`src/gtc_pkg.sv`:
```
// Constants shared by the gauge threshold configuration block
`default_nettype none
package gtc_pkg;
  // Configuration byte addresses
  localparam logic [7:0] ADDR_EMPTY_VOLT = 8'h77; // empty_voltage_threshold
  localparam logic [7:0] ADDR_LEARN_VOLT = 8'h78; // learn_voltage_threshold
  localparam logic [7:0] ADDR_STANDBY = 8'h79; // standby_load_current
  localparam logic [7:0] ADDR_FILTER_SD = 8'h7a; // filter_and_self_discharge
  localparam logic [7:0] ADDR_TAPER = 8'h7b; // full_charge_current_threshold
  localparam int CFG_COUNT = 5; // Number of configuration bytes
  localparam int CFG_IDX_W = 3; // Index width for the byte store
  // Field layout of filter_and_self_discharge
  localparam int DEADBAND_MSB = 7;
  localparam int DEADBAND_LSB = 4;
  localparam int SD_CODE_MSB = 3;
  localparam int SD_CODE_LSB = 0;
  // Voltage threshold scaling: mV = (byte + 256) * 8
  localparam logic [15:0] VOLT_OFFSET = 16'h0100;
  localparam int VOLT_SHIFT = 3;
  // Current scaling, all in 6 uV counts
  localparam int TAPER_SHIFT = 5; // 192 uV per count = 32 x 6 uV
  localparam int STANDBY_SHIFT = 1; // Disqualify at twice the standby load
  // Self-discharge
  localparam int SD_DIV_SHIFT = 9; // Each step removes capacity / 512
  localparam logic [23:0] SD_UNIT_S = 24'h001c20; // 7200 s = 2 h per code step
  localparam logic [23:0] SD_REF_WEIGHT = 24'h000004; // Weight in 20..30 C band
  localparam logic [6:0] SD_W_MIN = 7'h01; // Quarter rate
  localparam logic [6:0] SD_W_HALF = 7'h02;
  localparam logic [6:0] SD_W_REF = 7'h04;
  localparam logic [6:0] SD_W_X2 = 7'h08;
  localparam logic [6:0] SD_W_X4 = 7'h10;
  localparam logic [6:0] SD_W_X8 = 7'h20;
  localparam logic [6:0] SD_W_MAX = 7'h40; // 16 times the reference
  // Temperature band edges in degrees C
  localparam logic signed [7:0] T_60 = 8'sh3c;
  localparam logic signed [7:0] T_50 = 8'sh32;
  localparam logic signed [7:0] T_40 = 8'sh28;
  localparam logic signed [7:0] T_30 = 8'sh1e;
  localparam logic signed [7:0] T_20 = 8'sh14;
  localparam logic signed [7:0] T_10 = 8'sh0a;
  // Charge termination voltages in mV, by select code
  localparam logic [15:0] TERM_MV_0 = 16'h0f80; // 3968
  localparam logic [15:0] TERM_MV_1 = 16'h0fb0; // 4016
  localparam logic [15:0] TERM_MV_2 = 16'h0fe0; // 4064
  localparam logic [15:0] TERM_MV_3 = 16'h1010; // 4112
  // Learning: remaining 1/16 added back, d * 16 / 15
  localparam logic [16:0] LEARN_DIV = 17'h0000f;
  // Time base
  localparam int CLK_PERIOD_NS = 10;
  localparam int SEC_NS = 1000000000;
  localparam int TICK_CYCLES_DEF = SEC_NS / CLK_PERIOD_NS;
endpackage
`default_nettype wire

```
`src/gtc_threshold_core.sv`:
```
// Threshold, learning, self-discharge and taper decisions of the gauge
// Notes on behaviour
// (RULE1) Empty byte means mV/8 minus 256
// (RULE2) Learn byte: 6.25% remaining, same scaling
// (RULE3) Learn threshold in valid discharge updates capacity
// (RULE4) Current at most twice standby disqualifies learning
// (RULE5) Standby byte counts 6 uV on sense
// (RULE6) Upper nibble deadband, lower nibble self-discharge code
// (RULE7) No self-discharge while charging
// (RULE8) Programmed rate in 20 to 30 C
// (RULE9) Double per hotter band, max 16x
// (RULE10) Halve per colder band, min quarter
// (RULE11) Each step removes capacity divided by 512
// (RULE12) Code 12 gives 24 hour interval
// (RULE13) Full charge uses voltage and taper byte
// (RULE14) Taper flag on low current, high voltage
// (RULE15) Empty threshold in discharge clears capacity
// (RULE16) Learn flag rise with valid discharge updates
// (RULE17) Compare voltage as (byte+256)*8 unsigned
`timescale 1ns/1ps
`default_nettype none
module gtc_threshold_core import gtc_pkg::*; #(
  parameter int TICK_CYCLES = TICK_CYCLES_DEF,
  parameter logic [15:0] INIT_LMD = 16'h0000,
  parameter logic [8*CFG_COUNT-1:0] CFG_INIT = '0
) (
  input wire logic clk,
  input wire logic srst,
  input wire logic ce,
  input wire logic regWrEn,
  input wire logic [7:0] regAddr,
  input wire logic [7:0] regWrData,
  output logic [7:0] regRdData,
  input wire logic [15:0] battMv,
  input wire logic signed [15:0] avgCur,
  input wire logic charging,
  input wire logic countPulse,
  input wire logic countDir,
  input wire logic signed [7:0] tempC,
  input wire logic [1:0] termVoltSel,
  output logic [15:0] nominalAvailableCapacity,
  output logic [15:0] learnedFullCapacity,
  output logic chargeTaperFlag,
  output logic lowVoltageLearnFlag,
  output logic emptyVoltageFlag,
  output logic validDischargeFlag,
  output logic noActivityFlag
);
  // Rebuild millivolts from a scaled threshold byte
  function automatic logic [15:0] voltFromByte(input logic [7:0] b);
    return (16'(b) + VOLT_OFFSET) << VOLT_SHIFT; // [RULE1] [RULE2] [RULE17]
  endfunction

  // Magnitude of a signed current
  function automatic logic [15:0] mag(input logic signed [15:0] v);
    return v[15] ? 16'(-v) : 16'(v);
  endfunction

  // Rate weight from temperature band, reference band weighs 4
  function automatic logic [6:0] sdWeightOf(input logic signed [7:0] t);
    if (t >= T_60) return SD_W_MAX; // [RULE9]
    else if (t >= T_50) return SD_W_X8;
    else if (t >= T_40) return SD_W_X4;
    else if (t >= T_30) return SD_W_X2;
    else if (t >= T_20) return SD_W_REF; // [RULE8]
    else if (t >= T_10) return SD_W_HALF; // [RULE10]
    else return SD_W_MIN; // [RULE10]
  endfunction

  // Capacity including the remaining sixteenth: d + d/15
  function automatic logic [15:0] learnedCap(input logic [15:0] d);
    logic [16:0] s;
    s = 17'(d) + 17'(17'(d) / LEARN_DIV);
    return s[16] ? 16'hffff : s[15:0];
  endfunction

  // Configuration access
  logic [7:0] cfgOff; // Address relative to first byte
  logic cfgHit; // Address falls on a configuration byte
  logic [8*CFG_COUNT-1:0] cfgFlat;
  logic [7:0] emptyByte, learnByte, standbyByte, filterByte, taperByte;
  assign cfgOff = regAddr - ADDR_EMPTY_VOLT;
  assign cfgHit = (regAddr >= ADDR_EMPTY_VOLT) && (regAddr <= ADDR_TAPER);
  assign emptyByte = cfgFlat[8*(ADDR_EMPTY_VOLT - ADDR_EMPTY_VOLT) +: 8];
  assign learnByte = cfgFlat[8*(ADDR_LEARN_VOLT - ADDR_EMPTY_VOLT) +: 8];
  assign standbyByte = cfgFlat[8*(ADDR_STANDBY - ADDR_EMPTY_VOLT) +: 8];
  assign filterByte = cfgFlat[8*(ADDR_FILTER_SD - ADDR_EMPTY_VOLT) +: 8];
  assign taperByte = cfgFlat[8*(ADDR_TAPER - ADDR_EMPTY_VOLT) +: 8];

  // Byte store; read data leaves from its register
  gtc_cfg_mem #(.DW(8), .N(CFG_COUNT), .INIT(CFG_INIT)) uMem (
    .clk(clk),
    .srst(srst),
    .ce(ce),
    .wrEn(regWrEn),
    .hit(cfgHit),
    .idx(cfgOff[CFG_IDX_W-1:0]),
    .wrData(regWrData),
    .rdData(regRdData),
    .cfgFlat(cfgFlat)
  );

  // Decoded thresholds and derived quantities
  logic [15:0] emptyMv, learnMv, termMv, curMag, taperLim, standbyLim;
  logic [3:0] deadband, sdCode;
  logic [6:0] sdWeight;
  logic [23:0] sdTarget;
  always_comb begin
    emptyMv = voltFromByte(emptyByte); // [RULE1]
    learnMv = voltFromByte(learnByte); // [RULE2]
    deadband = filterByte[DEADBAND_MSB:DEADBAND_LSB]; // [RULE6]
    sdCode = filterByte[SD_CODE_MSB:SD_CODE_LSB]; // [RULE6]
    curMag = mag(avgCur);
    taperLim = 16'(taperByte) << TAPER_SHIFT; // [RULE13]
    standbyLim = 16'(standbyByte) << STANDBY_SHIFT; // [RULE5]
    sdWeight = sdWeightOf(tempC);
    // Interval in seconds at reference is code * 2 h, so 12 gives 24 h
    sdTarget = 24'(24'(sdCode) * SD_UNIT_S * SD_REF_WEIGHT); // [RULE12]
    unique case (termVoltSel)
      2'b00: termMv = TERM_MV_0;
      2'b01: termMv = TERM_MV_1;
      2'b10: termMv = TERM_MV_2;
      2'b11: termMv = TERM_MV_3;
    endcase
  end

  // State of the gauge
  logic [31:0] tickCnt, next_tickCnt; // One-second prescaler
  logic [23:0] sdAcc, next_sdAcc; // Weighted seconds since last step
  logic [15:0] dischargedCnt, next_dischargedCnt; // Counted since full
  logic [15:0] next_nac, next_lmd;
  logic next_taper, next_lowVolt, next_empty, next_vdq, next_noAct;
  logic tick, countOk, sdStep, atEmpty, learnRise, disqualify, learnFire;
  logic [23:0] sdSum;

  // Next-state computation for all gauge state
  always_comb begin
    tick = (tickCnt == 32'(TICK_CYCLES - 1));
    next_tickCnt = tick ? '0 : tickCnt + 32'h00000001;
    // Counts below the deadband are treated as noise
    countOk = countPulse && (curMag >= 16'(deadband)); // [RULE6]
    next_noAct = (curMag < 16'(deadband));
    // Self-discharge only accrues out of charge; a zero code disables it
    sdSum = sdAcc + 24'(sdWeight);
    sdStep = 1'b0;
    next_sdAcc = sdAcc;
    if (charging || (sdCode == '0)) begin
      next_sdAcc = '0; // [RULE7]
    end else if (tick) begin
      if (sdSum >= sdTarget) begin
        sdStep = 1'b1; // [RULE9] [RULE10] [RULE12]
        next_sdAcc = '0;
      end else begin
        next_sdAcc = sdSum;
      end
    end
    atEmpty = !charging && (battMv <= emptyMv); // [RULE15] [RULE17]
    // Capacity: counting, then self-discharge, then empty clear wins
    next_nac = nominalAvailableCapacity;
    if (countOk) begin
      if (countDir) begin
        next_nac = (next_nac == 16'hffff) ? next_nac : next_nac + 16'h0001;
      end else begin
        next_nac = (next_nac == '0) ? next_nac : next_nac - 16'h0001;
      end
    end
    if (sdStep) begin
      next_nac = next_nac - (next_nac >> SD_DIV_SHIFT); // [RULE11]
    end
    if (atEmpty) begin
      next_nac = '0; // [RULE15]
    end
    // Flags that fall when charging starts
    next_empty = atEmpty;
    next_lowVolt = !charging && (battMv <= learnMv); // [RULE2] [RULE17]
    // Full charge: low taper current at or above termination voltage
    next_taper = charging && !avgCur[15] && (curMag < taperLim)
                 && (battMv >= termMv); // [RULE13] [RULE14]
    // Learning on the rising edge of the low-voltage flag
    learnRise = next_lowVolt && !lowVoltageLearnFlag;
    disqualify = curMag <= standbyLim; // [RULE4]
    learnFire = learnRise && validDischargeFlag && !disqualify; // [RULE3] [RULE16]
    next_lmd = learnFire ? learnedCap(dischargedCnt) : learnedFullCapacity; // [RULE3]
    next_vdq = validDischargeFlag;
    next_dischargedCnt = dischargedCnt;
    if (learnRise && validDischargeFlag) begin
      next_vdq = 1'b0; // [RULE4] [RULE16]
    end else if (countOk && !countDir && validDischargeFlag) begin
      next_dischargedCnt = dischargedCnt + 16'h0001;
    end
    // Reaching full starts a fresh qualified discharge
    if (next_taper && !chargeTaperFlag) begin
      next_vdq = 1'b1;
      next_dischargedCnt = '0;
    end
  end

  // Registers; the clock enable freezes everything
  always_ff @(posedge clk) begin
    if (srst) begin
      tickCnt <= '0;
      sdAcc <= '0;
      dischargedCnt <= '0;
      nominalAvailableCapacity <= '0;
      learnedFullCapacity <= INIT_LMD;
      chargeTaperFlag <= 1'b0; // [RULE14]
      lowVoltageLearnFlag <= 1'b0;
      emptyVoltageFlag <= 1'b0;
      validDischargeFlag <= 1'b0;
      noActivityFlag <= 1'b0;
    end else if (ce) begin
      tickCnt <= next_tickCnt;
      sdAcc <= next_sdAcc;
      dischargedCnt <= next_dischargedCnt;
      nominalAvailableCapacity <= next_nac;
      learnedFullCapacity <= next_lmd;
      chargeTaperFlag <= next_taper;
      lowVoltageLearnFlag <= next_lowVolt;
      emptyVoltageFlag <= next_empty;
      validDischargeFlag <= next_vdq;
      noActivityFlag <= next_noAct;
    end
  end

  // Checks on the decisions above
  AST_EMPTY_CLEARS: assert property (@(posedge clk) disable iff (srst) // [RULE15]
    ce && !charging && battMv <= (({8'h00, emptyByte} + 16'h0100) << 3) |=> nominalAvailableCapacity == '0)
    else $error("capacity not cleared at empty threshold");
  AST_NO_SD_CHARGING: assert property (@(posedge clk) disable iff (srst) // [RULE7]
    ce && charging && !countPulse |=> $stable(nominalAvailableCapacity))
    else $error("capacity moved while charging without counts");
  AST_SD_STEP: assert property (@(posedge clk) disable iff (srst) // [RULE11]
    ce && sdStep && !countOk && !atEmpty
    |=> nominalAvailableCapacity == $past(nominalAvailableCapacity) - ($past(nominalAvailableCapacity) >> 9))
    else $error("self-discharge step not capacity/512");
  AST_TAPER_SET: assert property (@(posedge clk) disable iff (srst) // [RULE14]
    ce && charging && !avgCur[15] && curMag < ({8'h00, taperByte} << 5) && battMv >= termMv
    |=> chargeTaperFlag)
    else $error("taper flag not set");
  AST_TAPER_RESET: assert property (@(posedge clk) // [RULE14]
    srst |=> !chargeTaperFlag)
    else $error("taper flag survived reset");
  AST_LEARN_FLAG: assert property (@(posedge clk) disable iff (srst) // [RULE2]
    ce && !charging && battMv <= (({8'h00, learnByte} + 16'h0100) << 3) |=> lowVoltageLearnFlag)
    else $error("low-voltage learn flag not set");
  AST_LEARN_UPDATE: assert property (@(posedge clk) disable iff (srst) // [RULE16]
    ce && learnRise && validDischargeFlag && curMag > ({8'h00, standbyByte} << 1)
    |=> learnedFullCapacity == learnedCap($past(dischargedCnt)) && !validDischargeFlag)
    else $error("learned capacity not updated");
  AST_DISQUALIFY: assert property (@(posedge clk) disable iff (srst) // [RULE4]
    ce && learnRise && validDischargeFlag && curMag <= ({8'h00, standbyByte} << 1)
    |=> $stable(learnedFullCapacity) && !validDischargeFlag)
    else $error("low-current learning not disqualified");
  AST_HOT_CAP: assert property (@(posedge clk) disable iff (srst) // [RULE9]
    tempC >= 8'sd60 |-> sdWeight == 7'h40)
    else $error("hot weight not 16x");
  AST_COLD_FLOOR: assert property (@(posedge clk) disable iff (srst) // [RULE10]
    tempC < 8'sd10 |-> sdWeight == 7'h01)
    else $error("cold weight not quarter");
  AST_REF_BAND: assert property (@(posedge clk) disable iff (srst) // [RULE8]
    tempC >= 8'sd20 && tempC < 8'sd30 |-> sdWeight == 7'h04)
    else $error("reference band weight wrong");
endmodule
`default_nettype wire

```
`src/gtc_cfg_mem.sv`:
```
// Store of the configuration bytes with a registered read port
`timescale 1ns/1ps
`default_nettype none
module gtc_cfg_mem import gtc_pkg::*; #(
  parameter int DW = 8,
  parameter int N = CFG_COUNT,
  parameter logic [8*CFG_COUNT-1:0] INIT = '0
) (
  input wire logic clk,
  input wire logic srst,
  input wire logic ce,
  input wire logic wrEn,
  input wire logic hit,
  input wire logic [CFG_IDX_W-1:0] idx,
  input wire logic [DW-1:0] wrData,
  output logic [DW-1:0] rdData,
  output logic [DW*N-1:0] cfgFlat
);
  // Byte array and read register
  logic [DW-1:0] mem [N];
  logic [DW-1:0] next_rdData;
  logic [DW-1:0] next_mem [N];

  // Next values: write goes in, read of an unmapped address gives zero
  always_comb begin
    for (int i = 0; i < N; i++) begin
      next_mem[i] = mem[i];
    end
    next_rdData = '0;
    if (hit) begin
      next_rdData = mem[idx];
      if (wrEn) begin
        next_mem[idx] = wrData;
      end
    end
  end

  // Registers; reset loads the defaults standing in for stored contents
  always_ff @(posedge clk) begin
    if (srst) begin
      for (int i = 0; i < N; i++) begin
        mem[i] <= INIT[i*DW +: DW];
      end
      rdData <= '0;
    end else if (ce) begin
      mem <= next_mem;
      rdData <= next_rdData;
    end
  end

  // Flat view for the decision logic
  always_comb begin
    for (int i = 0; i < N; i++) begin
      cfgFlat[i*DW +: DW] = mem[i];
    end
  end
endmodule
`default_nettype wire

```
`config.mk`:
```
export PLATFORM = sky130hd
export DESIGN_NAME = gtc_threshold_core
export DESIGN_NICKNAME = d
export VERILOG_FILES = /design/src/gtc_pkg.sv /design/src/gtc_threshold_core.sv /design/src/gtc_cfg_mem.sv
export SDC_FILE = /design/constraint.sdc
export NUM_CORES = 1
export LEC_CHECK = 0
export ABC_AREA = 0
export BUFFER_PORTS_ARGS = -buffer_cell sky130_fd_sc_hd__clkbuf_2
export CORE_ASPECT_RATIO = 0.7
export CORE_MARGIN = 2
export CORE_UTILIZATION = 66
export CTS_CLUSTER_DIAMETER = 150
export DETAILED_ROUTE_END_ITERATION = 7
export PLACE_DENSITY = 0.87
export REMOVE_ABC_BUFFERS = 1
export SLEW_MARGIN = 5
export SYNTH_ARGS = -nofsm -noshare
export SYNTH_HDL_FRONTEND = slang
export SYNTH_HIERARCHICAL = 1
export SYNTH_SLANG_ARGS = --single-unit
```
`constraint.sdc`:
```
create_clock -name clk -period 16.7 [get_ports clk]
set_input_delay 3.34 -clock clk [delete_from_list [all_inputs] [get_ports clk]]
set_output_delay 3.34 -clock clk [all_outputs]
set_load 0.02 [all_outputs]
```
# Word level (Yosys, flattened, before mapping)
# Cells that the tools add are included.
totals:
  wordCells: 120
  rom_bits: 0
  latch_bits: 0
  n_memories: 0
  ff_bits: 157
  input_bits: 65
  mem_bits_rw: 0
op_classes:
  shift: 0
  order_cmp: 18
  reduce_logical: 32
  n_div: 1
  add_sub_neg: 11
  bitwise_logic: 1
  mux: 34
  multipliers: 1
  n_eq_ne: 6
op_table:
  columns: ["op", "count"]
  rows:
  - ["16-bit 2-to-1 mux", 11]
  - ["24-bit 2-to-1 mux", 3]
  - ["16-bit case mux with 4 select lines", 1]
  - ["40-bit bitwise mux", 1]
  - ["16-bit by 1-bit adder with 16-bit output, second input constant", 2]
  - ["32-bit by 1-bit adder with 32-bit output, second input constant", 1]
  - ["32-bit by 27-bit == test with 1-bit output, second input constant", 1]
  - ["8-bit by 7-bit greater-or-equal comparator with 1-bit output, second input constant", 4]
  - ["16-bit by 13-bit less-or-equal comparator with 1-bit output", 2]
  - ["32-bit 2-to-1 mux", 1]
  - ["8-bit 2-to-1 mux", 4]
  - ["24-bit by 7-bit adder with 24-bit output", 1]
  - ["8-bit binary-select mux with 3-bit select", 1]
  - ["8-bit demux with 3-bit select", 1]
  - ["24-bit by 19-bit greater-or-equal comparator with 1-bit output", 1]
  - ["8-bit by 9-bit adder with 10-bit output, second input constant", 2]
  - ["16-bit by 17-bit adder with 17-bit output", 1]
  - ["16-bit by 4-bit divider with 17-bit output, second input constant", 1]
  - ["16-bit == test, second input constant", 1]
  - ["16-bit greater-or-equal comparator", 1]
  - ["16-bit by 4-bit greater-or-equal comparator with 1-bit output", 1]
  - ["8-bit by 6-bit greater-or-equal comparator with 1-bit output, second input constant", 2]
  - ["16-bit by 9-bit less-or-equal comparator with 1-bit output", 1]
  - ["16-bit logical NOT", 1]
  - ["other kinds (29)", 58]

# Longest topological paths before layout
logic_depth:
  ltp_word: 14
  ltp_mapped: 43
  depth_no_buf: 39

# Hierarchy
# Netlist, hierarchy kept.
by_module_without_submodules:
  columns: ["mod", "area_per_inst_um2", "seq_area_each_um2", "instances", "cells_each"]
  rows:
  - ["gtc_threshold_core", 10513.8, 2182.1, 1, 1373]
  - ["gtc_cfg_mem", 2232.1, 960.9, 1, 258]

# Worst setup path before layout
# No wires, ideal clock.
synth_timing:
  kind: "input-to-reg"
  startpoint: "input port avgCur[7]"
  endpoint: "register nominalAvailableCapacity[11]"
  stages: 25
  path_slack_ps: 7973
  path_buffers: 2
  arrival_ps: 8610
  path_cell_list: "or4_1 > or3_1 > or3_1 > o22ai_1 > o21bai_1 > nand2b_1 > nand3b_1 > o21ai_1 > clkbuf_1 > buf_1 > o22ai_1 > nand2_1 > o311ai_0 > ha_1 > a21o_1 > a21o_1 > a21o_1 > a21o_1 > a21o_1 > a21boi_0 > and3_1 > nand3_1 > xnor2_1 > o22ai_1 > a22o_1"
synth_via:
  elab_chain_cells: 8
synth_lines:
  columns: ["item", "line_no", "text"]
  rows:
  - ["start: declaration", "gtc_threshold_core.sv:35", "input wire logic signed [15:0] avgCur,"]
  - ["16-bit negation", "gtc_threshold_core.sv:56", "return v[15] ? 16'(-v) : 16'(v);"]
  - ["16-bit 2-to-1 mux *", "gtc_threshold_core.sv:56", null]
  - ["16-bit by 4-bit greater-or-equal comparator with 1-bit output *", "gtc_threshold_core.sv:141", "countOk = countPulse && (curMag >= 16'(deadband));"]
  - ["1-bit logical AND *", "gtc_threshold_core.sv:141", null]
  - ["16-bit 2-to-1 mux *", "gtc_threshold_core.sv:160", "if (countOk) begin"]
  - ["16-bit by 7-bit subtractor with 16-bit output", "gtc_threshold_core.sv:168", "next_nac = next_nac - (next_nac >> SD_DIV_SHIFT);"]
  - ["16-bit 2-to-1 mux *", "gtc_threshold_core.sv:167", "if (sdStep) begin"]
  - ["16-bit 2-to-1 mux *", "gtc_threshold_core.sv:170", "if (atEmpty) begin"]
  - ["end signal: assignment", "gtc_threshold_core.sv:215", "nominalAvailableCapacity <= next_nac;"]
  - ["end: declaration", "gtc_threshold_core.sv:41", "output logic [15:0] nominalAvailableCapacity,"]
# Mark *: on every way between the ends. The rest lies on a longest branch, timed or not.
# A chain may end at the register's enable or synchronous reset.

# Worst setup path in the final report
layout_timing:
  startpoint: "register dischargedCnt[14]"
  endpoint: "register learnedFullCapacity[3]"
layout_via:
  elab_chain_cells: 3
layout_lines:
  columns: ["item", "line_no", "text"]
  rows:
  - ["start: declaration", "gtc_threshold_core.sv:130", "logic [15:0] dischargedCnt, next_dischargedCnt;"]
  - ["start signal: assignment", "gtc_threshold_core.sv:214", "dischargedCnt <= next_dischargedCnt;"]
  - ["16-bit by 4-bit divider with 17-bit output", "gtc_threshold_core.sv:73", "s = 17'(d) + 17'(17'(d) / LEARN_DIV);"]
  - ["16-bit by 17-bit adder with 17-bit output *", "gtc_threshold_core.sv:73", null]
  - ["16-bit 2-to-1 mux *", "gtc_threshold_core.sv:74", "return s[16] ? 16'hffff : s[15:0];"]
  - ["end signal: assignment", "gtc_threshold_core.sv:216", "learnedFullCapacity <= next_lmd;"]
  - ["end: declaration", "gtc_threshold_core.sv:42", "output logic [15:0] learnedFullCapacity,"]
# Marks and branches as above.

==> impl_metrics.yaml <==
placement:
  gp_congestion: 0.9352
  dp_hpwl_um: 25200
  dp_cells: 1906
  io_buffers: 108
critical_path:
  critPathKind: "reg2reg"
  crit_buf_inv: 1
  crit_family: "compound AO/OA/AOI/OAI gates"
  critPathLaunchType: "flop"
  slowest_stage: "dfxtp_1"
  cp_common_cell: "a21oi_1"
  end_kind: "flop"
  cp_max_fo: 22
  worst_path_largest_cell_delay_ns: 0.85
  required_ns: 16.97
  cp-startpoint: "dischargedCnt[14]"
  rr_startpoint: "dischargedCnt[14]"
  cp.arrival_ns: 10.94
floorplanning:
  initial_core_util: 0.6737
  die_h_um: 120.3
  dieArea_um2: 20460
  coreArea_um2: 18920
  pin_count: 110
  die_x_um: 170.1
  fp-row-count: 42
drt:
  avgRoutedWirePerCell_um: 17.82
  drtIter0Drc: 1273
  drc: 0
  antenna_left: 0
  wl_um: 34540
  first_pass_iters: 8
  via_count: 12463
  vias_per_cell: 6.431
grt:
  grt_overflow: 0
  grt_pass1_vias: 11599
  antenna_found_initial: 0
  grtUsageTotal: 0.3367
  grt_max_degree: 54
  grt_pass1_wl_um: 56420
min_path:
  hold_start: "uMem/rdData[3]"
  hold_class: "reg2reg"
power_and_ir_drop:
  ir_drop_mv: 0.06432
  p_leak_uw: 0.005488
  powerDensity_nw_per_um2: 79.64
sta:
  max-slew-margin-rel: 0.1514
  rsz0062_at_grt: "no"
  fin_skew_ns: 0.01011
  fin_crit_sh: 0.6385
  finalMaxSlewViolations: 0
  tns_ns: 0
  setup_violations: 0
  period_needed_ns: 10.66
  worstMarginPinSlew_ns: 1.266
  finalHoldViolations: 0
  fmax_ghz: 0.09378
clock_network:
  cts_setup_buffers: 0
  cts_tree: "built"
  cts.sinks: 157
  cts.clk_slew.worst_paths_ns: 0.07
  post_cts_resized: 0
  clk_path_buf_depth: 2
  h-tree-depth: 4
  cts-hold-fix-buffers: 0
  cts_buffers: 17
  clk_latency_ns: 0.44
  root_buffer: "clkbuf_16"
run_status:
  outcome: "finished clean"
synth:
  ys_warn_count: 6
  synthFlopType: "dfxtp_1"
  ys_seq_area_frac: 0.2466
  async_flop_share: 0
  avgSynthCellArea_um2: 7.815
  synth_cell_types: 104
  syn-cell-area_um2: 12750
  synth_edf_count: 0
  synthCells: 1631
  ys_seq_elements: 157
final_layout:
  n_antenna_cell: 0
  final_cell_count_no_fill: 1938
  nets: 1864
  drive_gt1_frac: 0.1126
  syn2layout_area_growth_pct: 8.069
run:
  cap_viol_max_count: 0
sequential cells by signal, summed over array words and instances (netlist names):
name	flops
chargeTaperFlag	1
validDischargeFlag	1
sdAcc	24
dischargedCnt	16
tickCnt	32
learnedFullCapacity	16
uMem/cfgFlat	40
lowVoltageLearnFlag	1
uMem/rdData	8
emptyVoltageFlag	1
nominalAvailableCapacity	16
noActivityFlag	1
routing by layer:
layer / vias up / share of wire / GRT usage
met3: 71 / 0.076 / 0.06023
met2: 565 / 0.44 / 0.5417
met5: - / 0 / 0
li1: 5961 / - / -
met4: 0 / 0.022 / 0.09348
met1: 5866 / 0.46 / 0.4648
worst reg2reg max path: cells and delay by family (launching register included):
kind | cells | cell delay [ns]
AO/OA/AOI/OAI | 23 | 5.60
multiplexers | 1 | 0.45
AND/OR/NAND/NOR | 9 | 1.93
adder cells (fa/ha/maj) | 4 | 1.37
flip-flops | 1 | 0.85
buffers and inverters | 1 | 0.31
worst paths after layout:
check                                 to  slack, ns  cells past startpoint
hold reg to reg           uMem/rdData[3]       0.47                      2
hold / removal            uMem/rdData[3]       0.47                      2
setup / recovery  learnedFullCapacity[3]       6.04                     38
setup reg to reg  learnedFullCapacity[3]       6.04                     38
metrics by stage:
step	worst slack, ns	power [uW]	util	cell area, um2	hold WS (ns)
2_1_floorplan	7.864	635.9	-	12320	0.4539
3_3_place_gp	6.676	705.3	0.6983	13210	0.4452
3_5_place_dp	6.315	717.3	0.6983	13210	0.4484
4_1_cts	6.287	1089	0.7278	13770	0.4672
5_1_grt	5.346	1150	0.7281	13770	0.4908
6_report	6.037	1097	0.7281	13770	0.4702
layout make-up:
class,count,area [um2]
Fill cell,1513,5144
Timing Repair Buffer,114,585.6
Sequential cell,157,3143
Clock buffer,19,452.9
Tap cell,242,302.8
Clock inverter,13,105.1
Inverter,103,386.6
Multi-Input combinational cell,1290,8798
cells by family (layout without fill, tap and decap cells):
| logic type | after synthesis | count (layout) | share of synthesized area |
|---|---|---|---|
| and+or+nand+nor | 588 | 588 | 0.2364 |
| AOI/OAI and AO/OA | 442 | 442 | 0.2322 |
| buffers and inverters | 184 | 249 | 0.06361 |
| DFF | 157 | 157 | 0.2466 |
| adders and majority gates | 118 | 118 | 0.1192 |
| xor gates and xnor gates | 115 | 115 | 0.07902 |
| muxes | 27 | 27 | 0.02307 |
report_power, final:
group / internal [uW] / switching, uW
sequential: 382 / 18.0
combinational: 135 / 183
clock: 201 / 177
cell usage in the layout, fill, tap and decap left out, drive strengths merged, types with 28 or more instances in the layout:
cell	netlist	routed
xnor2	58	58
inv	102	108
o21ai	107	107
nand2	113	113
dfxtp	157	157
a21o	29	29
nor2b	28	28
nor2	150	150
o21a	32	32
clkbuf	50	126
xor2	57	57
a21oi	111	111
nand3	78	78
ha	110	110
nor3	41	41
synth_stat cells, types with 29 or more instances:
| cell | instances | share of area |
|---|---|---|
| dfxtp_1 | 157 | 0.25 |
| nor2_1 | 149 | 0.044 |
| nand2_1 | 113 | 0.033 |
| a21oi_1 | 110 | 0.043 |
| ha_1 | 110 | 0.11 |
| inv_1 | 102 | 0.030 |
| o21ai_0 | 96 | 0.038 |
| nand3_1 | 78 | 0.031 |
| xnor2_1 | 58 | 0.040 |
| xor2_1 | 57 | 0.039 |
| clkbuf_1 | 49 | 0.014 |
| nor3_1 | 40 | 0.016 |
| o21a_1 | 32 | 0.019 |
| a21o_1 | 29 | 0.017 |
Note: power is estimated with default switching activity, not from simulation.
